===== src/verilog/vsd_regs.svh =====
// Constants for the two-wire DAC front end
// Assumes inclusion by both ends and the bench
`ifndef VSD_REGS_SVH
`define VSD_REGS_SVH
`define VSD_ADDR_HI5      5'h1D
`define VSD_ADDR_HI6      6'h3B
`define VSD_GCALL_ADDR    8'h00
`define VSD_GCALL_RESET   8'h06
`define VSD_HS_CODE       5'h01
`define VSD_CMD_ACQUIRE   3'h1
`define VSD_CMD_OTP       3'h2
`define VSD_MID_SCALE     10'h200
`define VSD_ZERO_CODE     10'h000
`define VSD_OTP_SLOTS     4
`define VSD_BITS_BYTE     4'h8
`define VSD_LINK_DIV      6
`endif


===== src/verilog/vsd_pkg.sv =====
// Types used by the slave end
// Assumes vsd_regs.svh holds the constants
`default_nettype none
package vsd_pkg;
  typedef enum logic [3:0] {
    VSD_IDLE, VSD_ADDR, VSD_ADDR_ACK, VSD_WR_BYTE, VSD_WR_ACK, VSD_RD_BYTE, VSD_RD_ACK, VSD_IGNORE
  } vsd_state_e;
  typedef enum logic [1:0] {
    VSD_OP_DAC, VSD_OP_OTP, VSD_OP_ACQ, VSD_OP_READ
  } vsd_op_e;
endpackage
`default_nettype wire


===== src/verilog/vsd_bus_if.sv =====
// Two-wire bus joining master and slave ends
// Assumes the bench resolves the open-drain wires from the enables
`timescale 1ns/1ps
`default_nettype none
interface vsd_bus_if;
  logic scl_o_m;
  logic scl_oe_m;
  logic sda_o_m;
  logic sda_oe_m;
  logic sda_o_s;
  logic sda_oe_s;
  logic scl_line;
  logic sda_line;
  modport slave (input scl_line, input sda_line, output sda_o_s, output sda_oe_s);
  modport master (input scl_line, input sda_line, output scl_o_m, output scl_oe_m, output sda_o_m, output sda_oe_m);
endinterface
`default_nettype wire


===== src/verilog/vsd_slave.sv =====
// Slave end: two-wire front end of a 10-bit DAC with OTP memory
// Assumes bus lines arrive asynchronously; straps are static pins
`timescale 1ns/1ps
`default_nettype none
`include "vsd_regs.svh"
module vsd_slave #(
  parameter bit TEN_PIN = 1'b1
) (
  input  wire logic       clock_i,
  input  wire logic       rst_n_i,
  input  wire logic       addr_strap_low_i,
  input  wire logic       addr_strap_high_i,
  vsd_bus_if.slave        bus,
  output logic [9:0]      dac_code_o,
  output logic [3:0]      otp_status_o,
  output logic            hs_mode_o
);
  // ==========================================================================
  // Synchronisers and line events
  logic [1:0] scl_s_q, sda_s_q, stl_s_q, sth_s_q;
  logic       scl_d1_q, sda_d1_q;
  always_ff @(posedge clock_i) begin
    scl_s_q  <= {scl_s_q[0], bus.scl_line};
    sda_s_q  <= {sda_s_q[0], bus.sda_line};
    stl_s_q  <= {stl_s_q[0], addr_strap_low_i};
    sth_s_q  <= {sth_s_q[0], addr_strap_high_i};
    scl_d1_q <= scl_s_q[1];
    sda_d1_q <= sda_s_q[1];
  end
  wire scl_rise = scl_s_q[1] & ~scl_d1_q;
  wire scl_fall = ~scl_s_q[1] & scl_d1_q;
  wire start_ev = scl_s_q[1] & scl_d1_q & sda_d1_q & ~sda_s_q[1];
  wire stop_ev  = scl_s_q[1] & scl_d1_q & ~sda_d1_q & sda_s_q[1];

  // ==========================================================================
  // Decoding
  logic [7:0]  shift_q;
  logic [3:0]  bitcnt_q;
  logic [7:0]  upper_q;
  logic [1:0]  nbytes_q;
  logic        gcall_q;
  logic [9:0]  otp_mem_q [`VSD_OTP_SLOTS];
  logic [3:0]  therm_q;
  logic        hs_q;
  logic [9:0]  dac_q;
  logic        sda_oe_q;
  logic        boot_q;
  logic        gc_reset_q;
  vsd_pkg::vsd_state_e st_q;

  wire [7:0] rx_byte   = {shift_q[6:0], sda_s_q[1]};
  wire [6:0] my_addr   = TEN_PIN ? {`VSD_ADDR_HI5, sth_s_q[1], stl_s_q[1]}
                                 : {`VSD_ADDR_HI6, stl_s_q[1]};
  wire       addr_hit  = shift_q[7:1] == my_addr;
  wire       gcall_hit = shift_q == `VSD_GCALL_ADDR;
  wire       hs_code   = shift_q[7:3] == `VSD_HS_CODE;
  wire [2:0] cmd       = upper_q[7:5];
  wire       last_bit  = bitcnt_q == `VSD_BITS_BYTE;
  wire [9:0] otp_last  = therm_q[3] ? otp_mem_q[3] : therm_q[2] ? otp_mem_q[2]
                       : therm_q[1] ? otp_mem_q[1] : otp_mem_q[0];
  wire [2:0] slot      = therm_q[2] ? 3'h3 : therm_q[1] ? 3'h2 : therm_q[0] ? 3'h1 : 3'h0;
  wire [15:0] rd_word  = {therm_q, 2'h0, dac_q};
  wire       do_reset  = ~rst_n_i | gc_reset_q;
  wire       acq_go    = st_q == vsd_pkg::VSD_WR_BYTE && nbytes_q == 2'h1 && !gcall_q
                       && cmd == `VSD_CMD_ACQUIRE;

  // ==========================================================================
  // OTP storage survives the general-call reset
  always_ff @(posedge clock_i) begin
    if (!rst_n_i) begin
      therm_q <= 4'h0;
      for (int i = 0; i < `VSD_OTP_SLOTS; i++) otp_mem_q[i] <= `VSD_ZERO_CODE;
    end else if (st_q == vsd_pkg::VSD_WR_BYTE && nbytes_q == 2'h1 && last_bit && scl_fall && !gcall_q
                 && cmd == `VSD_CMD_OTP && !therm_q[3]) begin
      otp_mem_q[slot[1:0]] <= {upper_q[1:0], shift_q};
      therm_q <= {therm_q[2:0], 1'b1};
    end
  end

  // ==========================================================================
  // Protocol engine
  always_ff @(posedge clock_i) begin
    if (do_reset) begin
      st_q       <= vsd_pkg::VSD_IDLE;
      shift_q    <= 8'h00;
      bitcnt_q   <= 4'h0;
      upper_q    <= 8'h00;
      nbytes_q   <= 2'h0;
      gcall_q    <= 1'b0;
      hs_q       <= 1'b0;
      sda_oe_q   <= 1'b0;
      gc_reset_q <= 1'b0;
      boot_q     <= 1'b1;
      dac_q      <= `VSD_MID_SCALE;
    end else begin
      if (boot_q) begin
        boot_q <= 1'b0;
        dac_q  <= therm_q[0] ? otp_last : `VSD_MID_SCALE;
      end
      if (stop_ev) begin
        st_q     <= vsd_pkg::VSD_IDLE;
        hs_q     <= 1'b0;
        sda_oe_q <= 1'b0;
        if (acq_go)
          dac_q <= therm_q[0] ? otp_last : `VSD_ZERO_CODE;
      end else if (start_ev) begin
        st_q     <= vsd_pkg::VSD_ADDR;
        bitcnt_q <= 4'h0;
        nbytes_q <= 2'h0;
        sda_oe_q <= 1'b0;
      end else begin
        case (st_q)
          vsd_pkg::VSD_ADDR, vsd_pkg::VSD_WR_BYTE: begin
            if (scl_rise) begin
              shift_q  <= rx_byte;
              bitcnt_q <= bitcnt_q + 4'h1;
            end
            if (scl_fall && last_bit) begin
              bitcnt_q <= 4'h0;
              if (st_q == vsd_pkg::VSD_ADDR) begin
                gcall_q <= gcall_hit;
                if (hs_code && !gcall_hit) begin
                  hs_q <= 1'b1;
                  st_q <= vsd_pkg::VSD_IGNORE;
                end else if (addr_hit || gcall_hit) begin
                  sda_oe_q <= 1'b1;
                  st_q     <= vsd_pkg::VSD_ADDR_ACK;
                end else begin
                  st_q <= vsd_pkg::VSD_IGNORE;
                end
              end else begin
                if (nbytes_q == 2'h0) upper_q <= shift_q;
                nbytes_q <= nbytes_q + 2'h1;
                st_q     <= vsd_pkg::VSD_WR_ACK;
                if (gcall_q) begin
                  sda_oe_q <= shift_q == `VSD_GCALL_RESET;
                end else begin
                  sda_oe_q <= 1'b1;
                  if (nbytes_q == 2'h1 && cmd != `VSD_CMD_ACQUIRE)
                    dac_q <= {upper_q[1:0], shift_q};
                end
              end
            end
          end
          vsd_pkg::VSD_ADDR_ACK: if (scl_fall) begin
            if (shift_q[0] && !gcall_q) begin
              st_q     <= vsd_pkg::VSD_RD_BYTE;
              sda_oe_q <= nbytes_q[0] ? ~rd_word[7] : ~rd_word[15];
              bitcnt_q <= 4'h1;
            end else begin
              sda_oe_q <= 1'b0;
              st_q     <= vsd_pkg::VSD_WR_BYTE;
            end
          end
          vsd_pkg::VSD_WR_ACK: if (scl_fall) begin
            sda_oe_q <= 1'b0;
            if (gcall_q && sda_oe_q) gc_reset_q <= 1'b1;
            st_q <= (gcall_q && !sda_oe_q) ? vsd_pkg::VSD_IGNORE : vsd_pkg::VSD_WR_BYTE;
          end
          vsd_pkg::VSD_RD_BYTE: if (scl_fall) begin
            if (last_bit) begin
              sda_oe_q <= 1'b0;
              st_q     <= vsd_pkg::VSD_RD_ACK;
            end else begin
              sda_oe_q <= nbytes_q[0] ? ~rd_word[4'h7 - bitcnt_q[2:0]] : ~rd_word[4'hF - bitcnt_q];
              bitcnt_q <= bitcnt_q + 4'h1;
            end
          end
          vsd_pkg::VSD_RD_ACK: if (scl_rise) begin
            if (sda_s_q[1] || nbytes_q[0]) st_q <= vsd_pkg::VSD_IGNORE;
            else begin
              nbytes_q <= 2'h1;
              st_q     <= vsd_pkg::VSD_ADDR_ACK;
              bitcnt_q <= 4'h0;
            end
          end
          vsd_pkg::VSD_IDLE, vsd_pkg::VSD_IGNORE: ;
          default: st_q <= vsd_pkg::VSD_IDLE;
        endcase
      end
    end
  end

  // Second read byte reuses the read path through the acknowledge state
  assign bus.sda_o_s  = 1'b0;
  assign bus.sda_oe_s = sda_oe_q;
  always_ff @(posedge clock_i) begin
    dac_code_o   <= dac_q;
    otp_status_o <= therm_q;
    hs_mode_o    <= hs_q;
  end
endmodule // vsd_slave
`default_nettype wire


===== src/flat_wrapper.sv =====
// flat-port wrapper written by rule: the top's interface ports become plain ports
module vsd_slave_flat 
#(
  parameter bit TEN_PIN = 1'b1
)
  (clock_i, rst_n_i, addr_strap_low_i, addr_strap_high_i, dac_code_o, otp_status_o, hs_mode_o, bus_scl_line, bus_sda_line, bus_sda_o_s, bus_sda_oe_s);
  vsd_bus_if bus_i ();
  input  wire logic clock_i;
  input  wire logic rst_n_i;
  input  wire logic addr_strap_low_i;
  input  wire logic addr_strap_high_i;
  output logic [9:0] dac_code_o;
  output logic [3:0] otp_status_o;
  output logic hs_mode_o;
  input wire logic [$bits(bus_i.scl_line)-1:0] bus_scl_line;
  input wire logic [$bits(bus_i.sda_line)-1:0] bus_sda_line;
  output wire logic [$bits(bus_i.sda_o_s)-1:0] bus_sda_o_s;
  output wire logic [$bits(bus_i.sda_oe_s)-1:0] bus_sda_oe_s;
  assign bus_i.scl_line = bus_scl_line;
  assign bus_i.sda_line = bus_sda_line;
  assign bus_sda_o_s = bus_i.sda_o_s;
  assign bus_sda_oe_s = bus_i.sda_oe_s;
  vsd_slave #(.TEN_PIN(TEN_PIN)) u_core (.clock_i(clock_i), .rst_n_i(rst_n_i), .addr_strap_low_i(addr_strap_low_i), .addr_strap_high_i(addr_strap_high_i), .bus(bus_i), .dac_code_o(dac_code_o), .otp_status_o(otp_status_o), .hs_mode_o(hs_mode_o));
endmodule

===== config.mk =====
export PLATFORM = sky130hd
export DESIGN_NAME = vsd_slave_flat
export DESIGN_NICKNAME = d
export VERILOG_FILES = /design/src/verilog/vsd_pkg.sv /design/src/verilog/vsd_bus_if.sv /design/src/verilog/vsd_slave.sv /design/src/flat_wrapper.sv
export VERILOG_INCLUDE_DIRS = /design/src /design/src/verilog
export SDC_FILE = /design/constraint.sdc
export NUM_CORES = 1
export LEC_CHECK = 0
export BUFFER_PORTS_ARGS = -buffer_cell sky130_fd_sc_hd__clkbuf_2
export CAP_MARGIN = 15
export CORE_UTILIZATION = 55
export DETAILED_ROUTE_END_ITERATION = 6
export PLACE_DENSITY = 0.75
export SYNTH_ARGS = -nofsm -noshare
export SYNTH_HDL_FRONTEND = slang
export SYNTH_SLANG_ARGS = --single-unit

===== constraint.sdc =====
create_clock -name clock_i -period 2.15 [get_ports clock_i]
set_input_delay 0.215 -clock clock_i [delete_from_list [all_inputs] [get_ports clock_i]]
set_output_delay 0.215 -clock clock_i [all_outputs]
set_load 0.1 [all_outputs]

## Word-level counts from Yosys, hierarchy flattened

Memories as Yosys holds them, arrays and structs flattened.
Index checks and enable logic that the tools add are counted.

- Divide/modulo/power cells: 0
- Multiplexer cells: 72
- Bitwise operators: 21
- Equality and inequality tests: 35
- Multipliers: 0
- Shift operators: 0
- $add $sub $neg: 4
- Reductions and logical operators: 41
- Magnitude comparators: 2

Operator list:

| kind | number |
|---|---|
| 10-bit two-way mux | 15 |
| 4-bit two-way mux | 17 |
| 3-bit by 1-bit != test with 1-bit output, second input constant | 8 |
| 4-bit case mux with 6 select lines | 1 |
| 1-bit two-way mux | 22 |
| 7-bit AND reduction | 3 |
| 4-bit by 3-bit equality test with 1-bit output, second input constant | 4 |
| 2-bit two-way mux | 8 |
| 4-bit case mux with 4 select lines | 1 |
| 5-bit AND reduction | 3 |
| 1-bit logical AND | 14 |
| 2-bit by 1-bit != test with 1-bit output, second input constant | 7 |
| 1-bit inverter | 13 |
| 3-bit two-way mux | 4 |
| 6-bit AND reduction | 2 |
| 4-bit by 5-bit less-than comparator with 1-bit output, second input constant | 2 |
| 10-bit OR reduction | 1 |
| 3-bit by 2-bit != test with 1-bit output, second input constant | 3 |
| 9-bit AND reduction | 1 |
| 1-bit binary-select mux with 4-bit select | 2 |
| 4-bit by 2-bit equality test with 1-bit output, second input constant | 2 |
| 8-bit by 3-bit equality test with 1-bit output, second input constant | 1 |
| 8-bit zero test | 1 |
| 1-bit AND | 7 |
| other kinds (26) | 33 |

- Output and inout bits: 17
- Bits in writable memories: 40
- Register bits after elaboration: 70
- Word-level logic and storage cells: 198
- Memories: 1
- Bits of input ports: 6
- Latch bits: 0
- ROM bits: 0

Memory list:

| memory | depth | width | read ports | clocked after memory_dff | write ports | RTL line | text |
|---|---|---|---|---|---|---|---|
| u_core.otp_mem_q | 4 | 10 | 4 | 0 | 4 | vsd_slave.sv:42 | `` logic [9:0] otp_mem_q [`VSD_OTP_SLOTS]; `` |

## Longest topological paths before layout

An unclocked memory read counts as a cell.

- Depth after elaboration: 13
- Mapped depth: 11
- Depth with buffers taken out: 8

## Worst setup path after synthesis

No wires, ideal clock.

- Path kind: register to register
- Start point: register u_core.bitcnt_q[0]
- End point: memory u_core.otp_mem_q[1][0], enable pin
- Required time: 1810 ps
- Library setup time: 340 ps
- Arrival: 1787 ps
- Slack: 23 ps
- Cell stages (with the launch flop): 11
- Path buffers: 2
- Period minus slack after synthesis: 2127 ps
- Path through: dfxtp_1 buf_6 inv_1 ha_1 nand3b_1 nor2_1 and4_1 nor3b_2 clkbuf_1 nand2_1 nand2_1

RTL lines:

| element | RTL line | text |
|---|---|---|
| start, declared | vsd_slave.sv:38 | `logic [3:0] bitcnt_q;` |
| start signal, assigned | vsd_slave.sv:116 | `bitcnt_q <= bitcnt_q + 4'h1;` |
| start signal, assigned | vsd_slave.sv:166 | `bitcnt_q <= bitcnt_q + 4'h1;` |
| end, declared | vsd_slave.sv:42 |  |

==> run metrics <==
top cells by area, synth dfxtp_1 27%, edfxtp_1 24%, mux2i_1 7.1%; switching power between 0.8 and 0.9 mW; Initial Util 0.5674; post-route ant nets 0; pin count of the biggest net entering global routing 27; Sw Share 0.2326; crit path max fanout 5; Mapped Area 4948 um^2; maximum vdd drop 0.3938 mV; Power Total ~3.6 mW; Detailed Route WL 12.01 mm; I/O Buffers 21; Placed Cells 604; PwrDens 631.3 nW/um^2; Final Non-Filler Cells 629; Detailed Place HPWL between 8 and 9 mm; Async SR Flop Fraction 0; Synth top area share 0.2670; gr ovfl total 0; total of max-cap violations 0; die width 96.86 um; core area 8721 um^2; Finish-stage setup viols 0; H-tree levels 3; #FFs+latches synth 106; DRC 0; leakage power 2.228 nW; Clock power frac 0.351; first-pass GRT wire length 19.07 mm; Critical Path Start Type flip-flop; Worst Path Required approximately 2.3 ns; area leader, netlist dfxtp_1; share of post-route cells with drive strength above 1 0.2322; Clk pin slew, worst setup/hold paths between 0.1 and 0.15 ns; CTS buffer count 9; Yosys cell types 68; commonest cells in the synthesized netlist 66 x dfxtp_1, 45 x nand2_1, 40 x edfxtp_1; CTS Root Cell clkbuf_8; die footprint 9381 um^2; Hold Path Class in -> reg; Longest Clk Path Bufs 2; Core Util, Final 0.6492; Slew headroom 0.5963; outcome finished, final reports clean; most frequent cell after synthesis dfxtp_1; final worst path period need 2.111 ns; Clock Latency Late Sink 0.37 ns; Setup TNS Final 0 ns; worst slew pin tran 0.6047 ns; Final Slew Violations 0; Area growth, synth to finish 14.41%; row count 34; wire length per cell 19.09 um; routed vias/inst roughly 6.2; First DRT Iteration DRCs 401; CP Data Arrival Time 2.21 ns; initial antenna violation count 0; worst hold slack between 0.3 and 0.4 ns; Final Hold Viols 0; Worst setup EP type flip-flop; critical path type reg -> reg; Clock Skews 0.01733 ns; Pre-antenna DRT Iters 5; syn nets 480; Post-synth EDFFs 40; R2R cell count 10; Logic pwr share 0.045; fin crit share 0.9818; Max Clock Freq about 0.47 GHz; CTS sink count 106; via count 3872; Mean Syn Cell Area 10.53 um^2; cells after synthesis 470; Seq pwr share 0.604; count of nets after finishing roughly 530; Ys Warns 0; Die Y 96.86 um; cell-internal power 2.743 mW; Top FF cell, synth dfxtp_1; ant diodes 0; WHS Path Cells 3; Final GP Congestion 0.9263; I/O pins 23; vias in the first global route 3609; CTS tree yes; sequential fraction of the synthesis area 0.5097; Tot GR Track Use 0.2573
critical path, stage by stage, from the launching register on:
cell       delay [ns]
dfxtp_2          0.33
inv_2            0.05
ha_2             0.17
nand3b_1         0.16
nor2_2           0.20
and4_4           0.25
nor3b_4          0.24
buf_6            0.15
nand2_2          0.06
nand2_4          0.10
clkbuf_16        0.14
final timing paths:
path | slack [ns] | startpoint | to
setup / recovery | 0.04 | u_core.bitcnt_q[0] | u_core.otp_mem_q[1][3]
hold / removal | 0.34 | rst_n_i | u_core.therm_q[0]
setup reg to reg | 0.04 | u_core.bitcnt_q[0] | u_core.otp_mem_q[1][3]
hold reg to reg | 0.34 | u_core.sda_s_q[0] | u_core.sda_s_q[1]
through the flow:
stage	area (um^2)	worst slack, ns
2_1_floorplan	4949	0.02347
3_3_place_gp	5320	0.1076
3_5_place_dp	5320	0.05781
4_1_cts	5558	0.02219
5_1_grt	5662	-0.01567
6_report	5662	0.03905
state kept, by name, summed over array words and instances, names as in the netlist, 3 cells and up:
| name | cells |
|---|---|
| u_core.dac_code_o | 10 |
| u_core.dac_q | 10 |
| u_core.upper_q | 5 |
| u_core.shift_q | 8 |
| u_core.otp_mem_q | 40 |
| u_core.otp_status_o | 4 |
| u_core.therm_q | 4 |
| u_core.st_q | 3 |
| u_core.bitcnt_q | 4 |
kinds of logic (layout without fill, tap and decap cells):
group | after synthesis | in the layout | synth area share
buffers and inverters | 44 | 95 | 0.04854
flip-flops | 106 | 106 | 0.5097
multiplexers | 47 | 47 | 0.1064
other | 1 | 1 | 0.0007578
XOR/XNOR | 4 | 4 | 0.007081
AO/OA/AOI/OAI | 84 | 84 | 0.1130
AND/OR/NAND/NOR | 180 | 180 | 0.2043
adder cells (fa/ha/maj) | 4 | 4 | 0.01011
routing by layer:
layer  global-route usage  part of all wire
met2               0.3960              0.46
met3              0.02818             0.082
met4              0.07807             0.017
met1               0.3822              0.44
met5                    0                 0
power by group through the flow:
stage / Clock, mW / Combinational (mW) / Sequential (mW)
finish: 1.25 / 0.161 / 2.16
global route: 1.35 / 0.172 / 2.16
CTS: 1.26 / 0.155 / 2.16
floorplan: 0 / 0.103 / 2.19
detailed placement: 0 / 0.148 / 2.20
global placement: 0 / 0.146 / 2.20
placed cells by master, fill, tap and decap left out, types with 12 or more instances in the layout:
master    synthesis  routed
clkbuf_2          0      21
a21oi_1          22      22
o21ai_0          12      12
buf_4             6      40
dfxtp_1          66      64
and2_1           31      31
nand2_1          45      43
mux2i_1          35      35
nor2_1           23      22
edfxtp_1         40      40
layout make-up:
type	count	area [um^2]
Multi-Input combinational cell	320	2237
Inverter	9	33.78
Fill cell	694	3059
Timing Repair Buffer	70	533.0
Clock buffer	9	123.9
Tap cell	108	135.1
Sequential cell	106	2525
Clock inverter	7	73.82
what timing repair did:
item,CTS,global route
endpoints found under the hold margin,4,0
setup endpoints to repair,0,30
setup buffers,0,4
resized for setup,0,17
hold buffers,4,0
(Power assumes the default switching activity.)
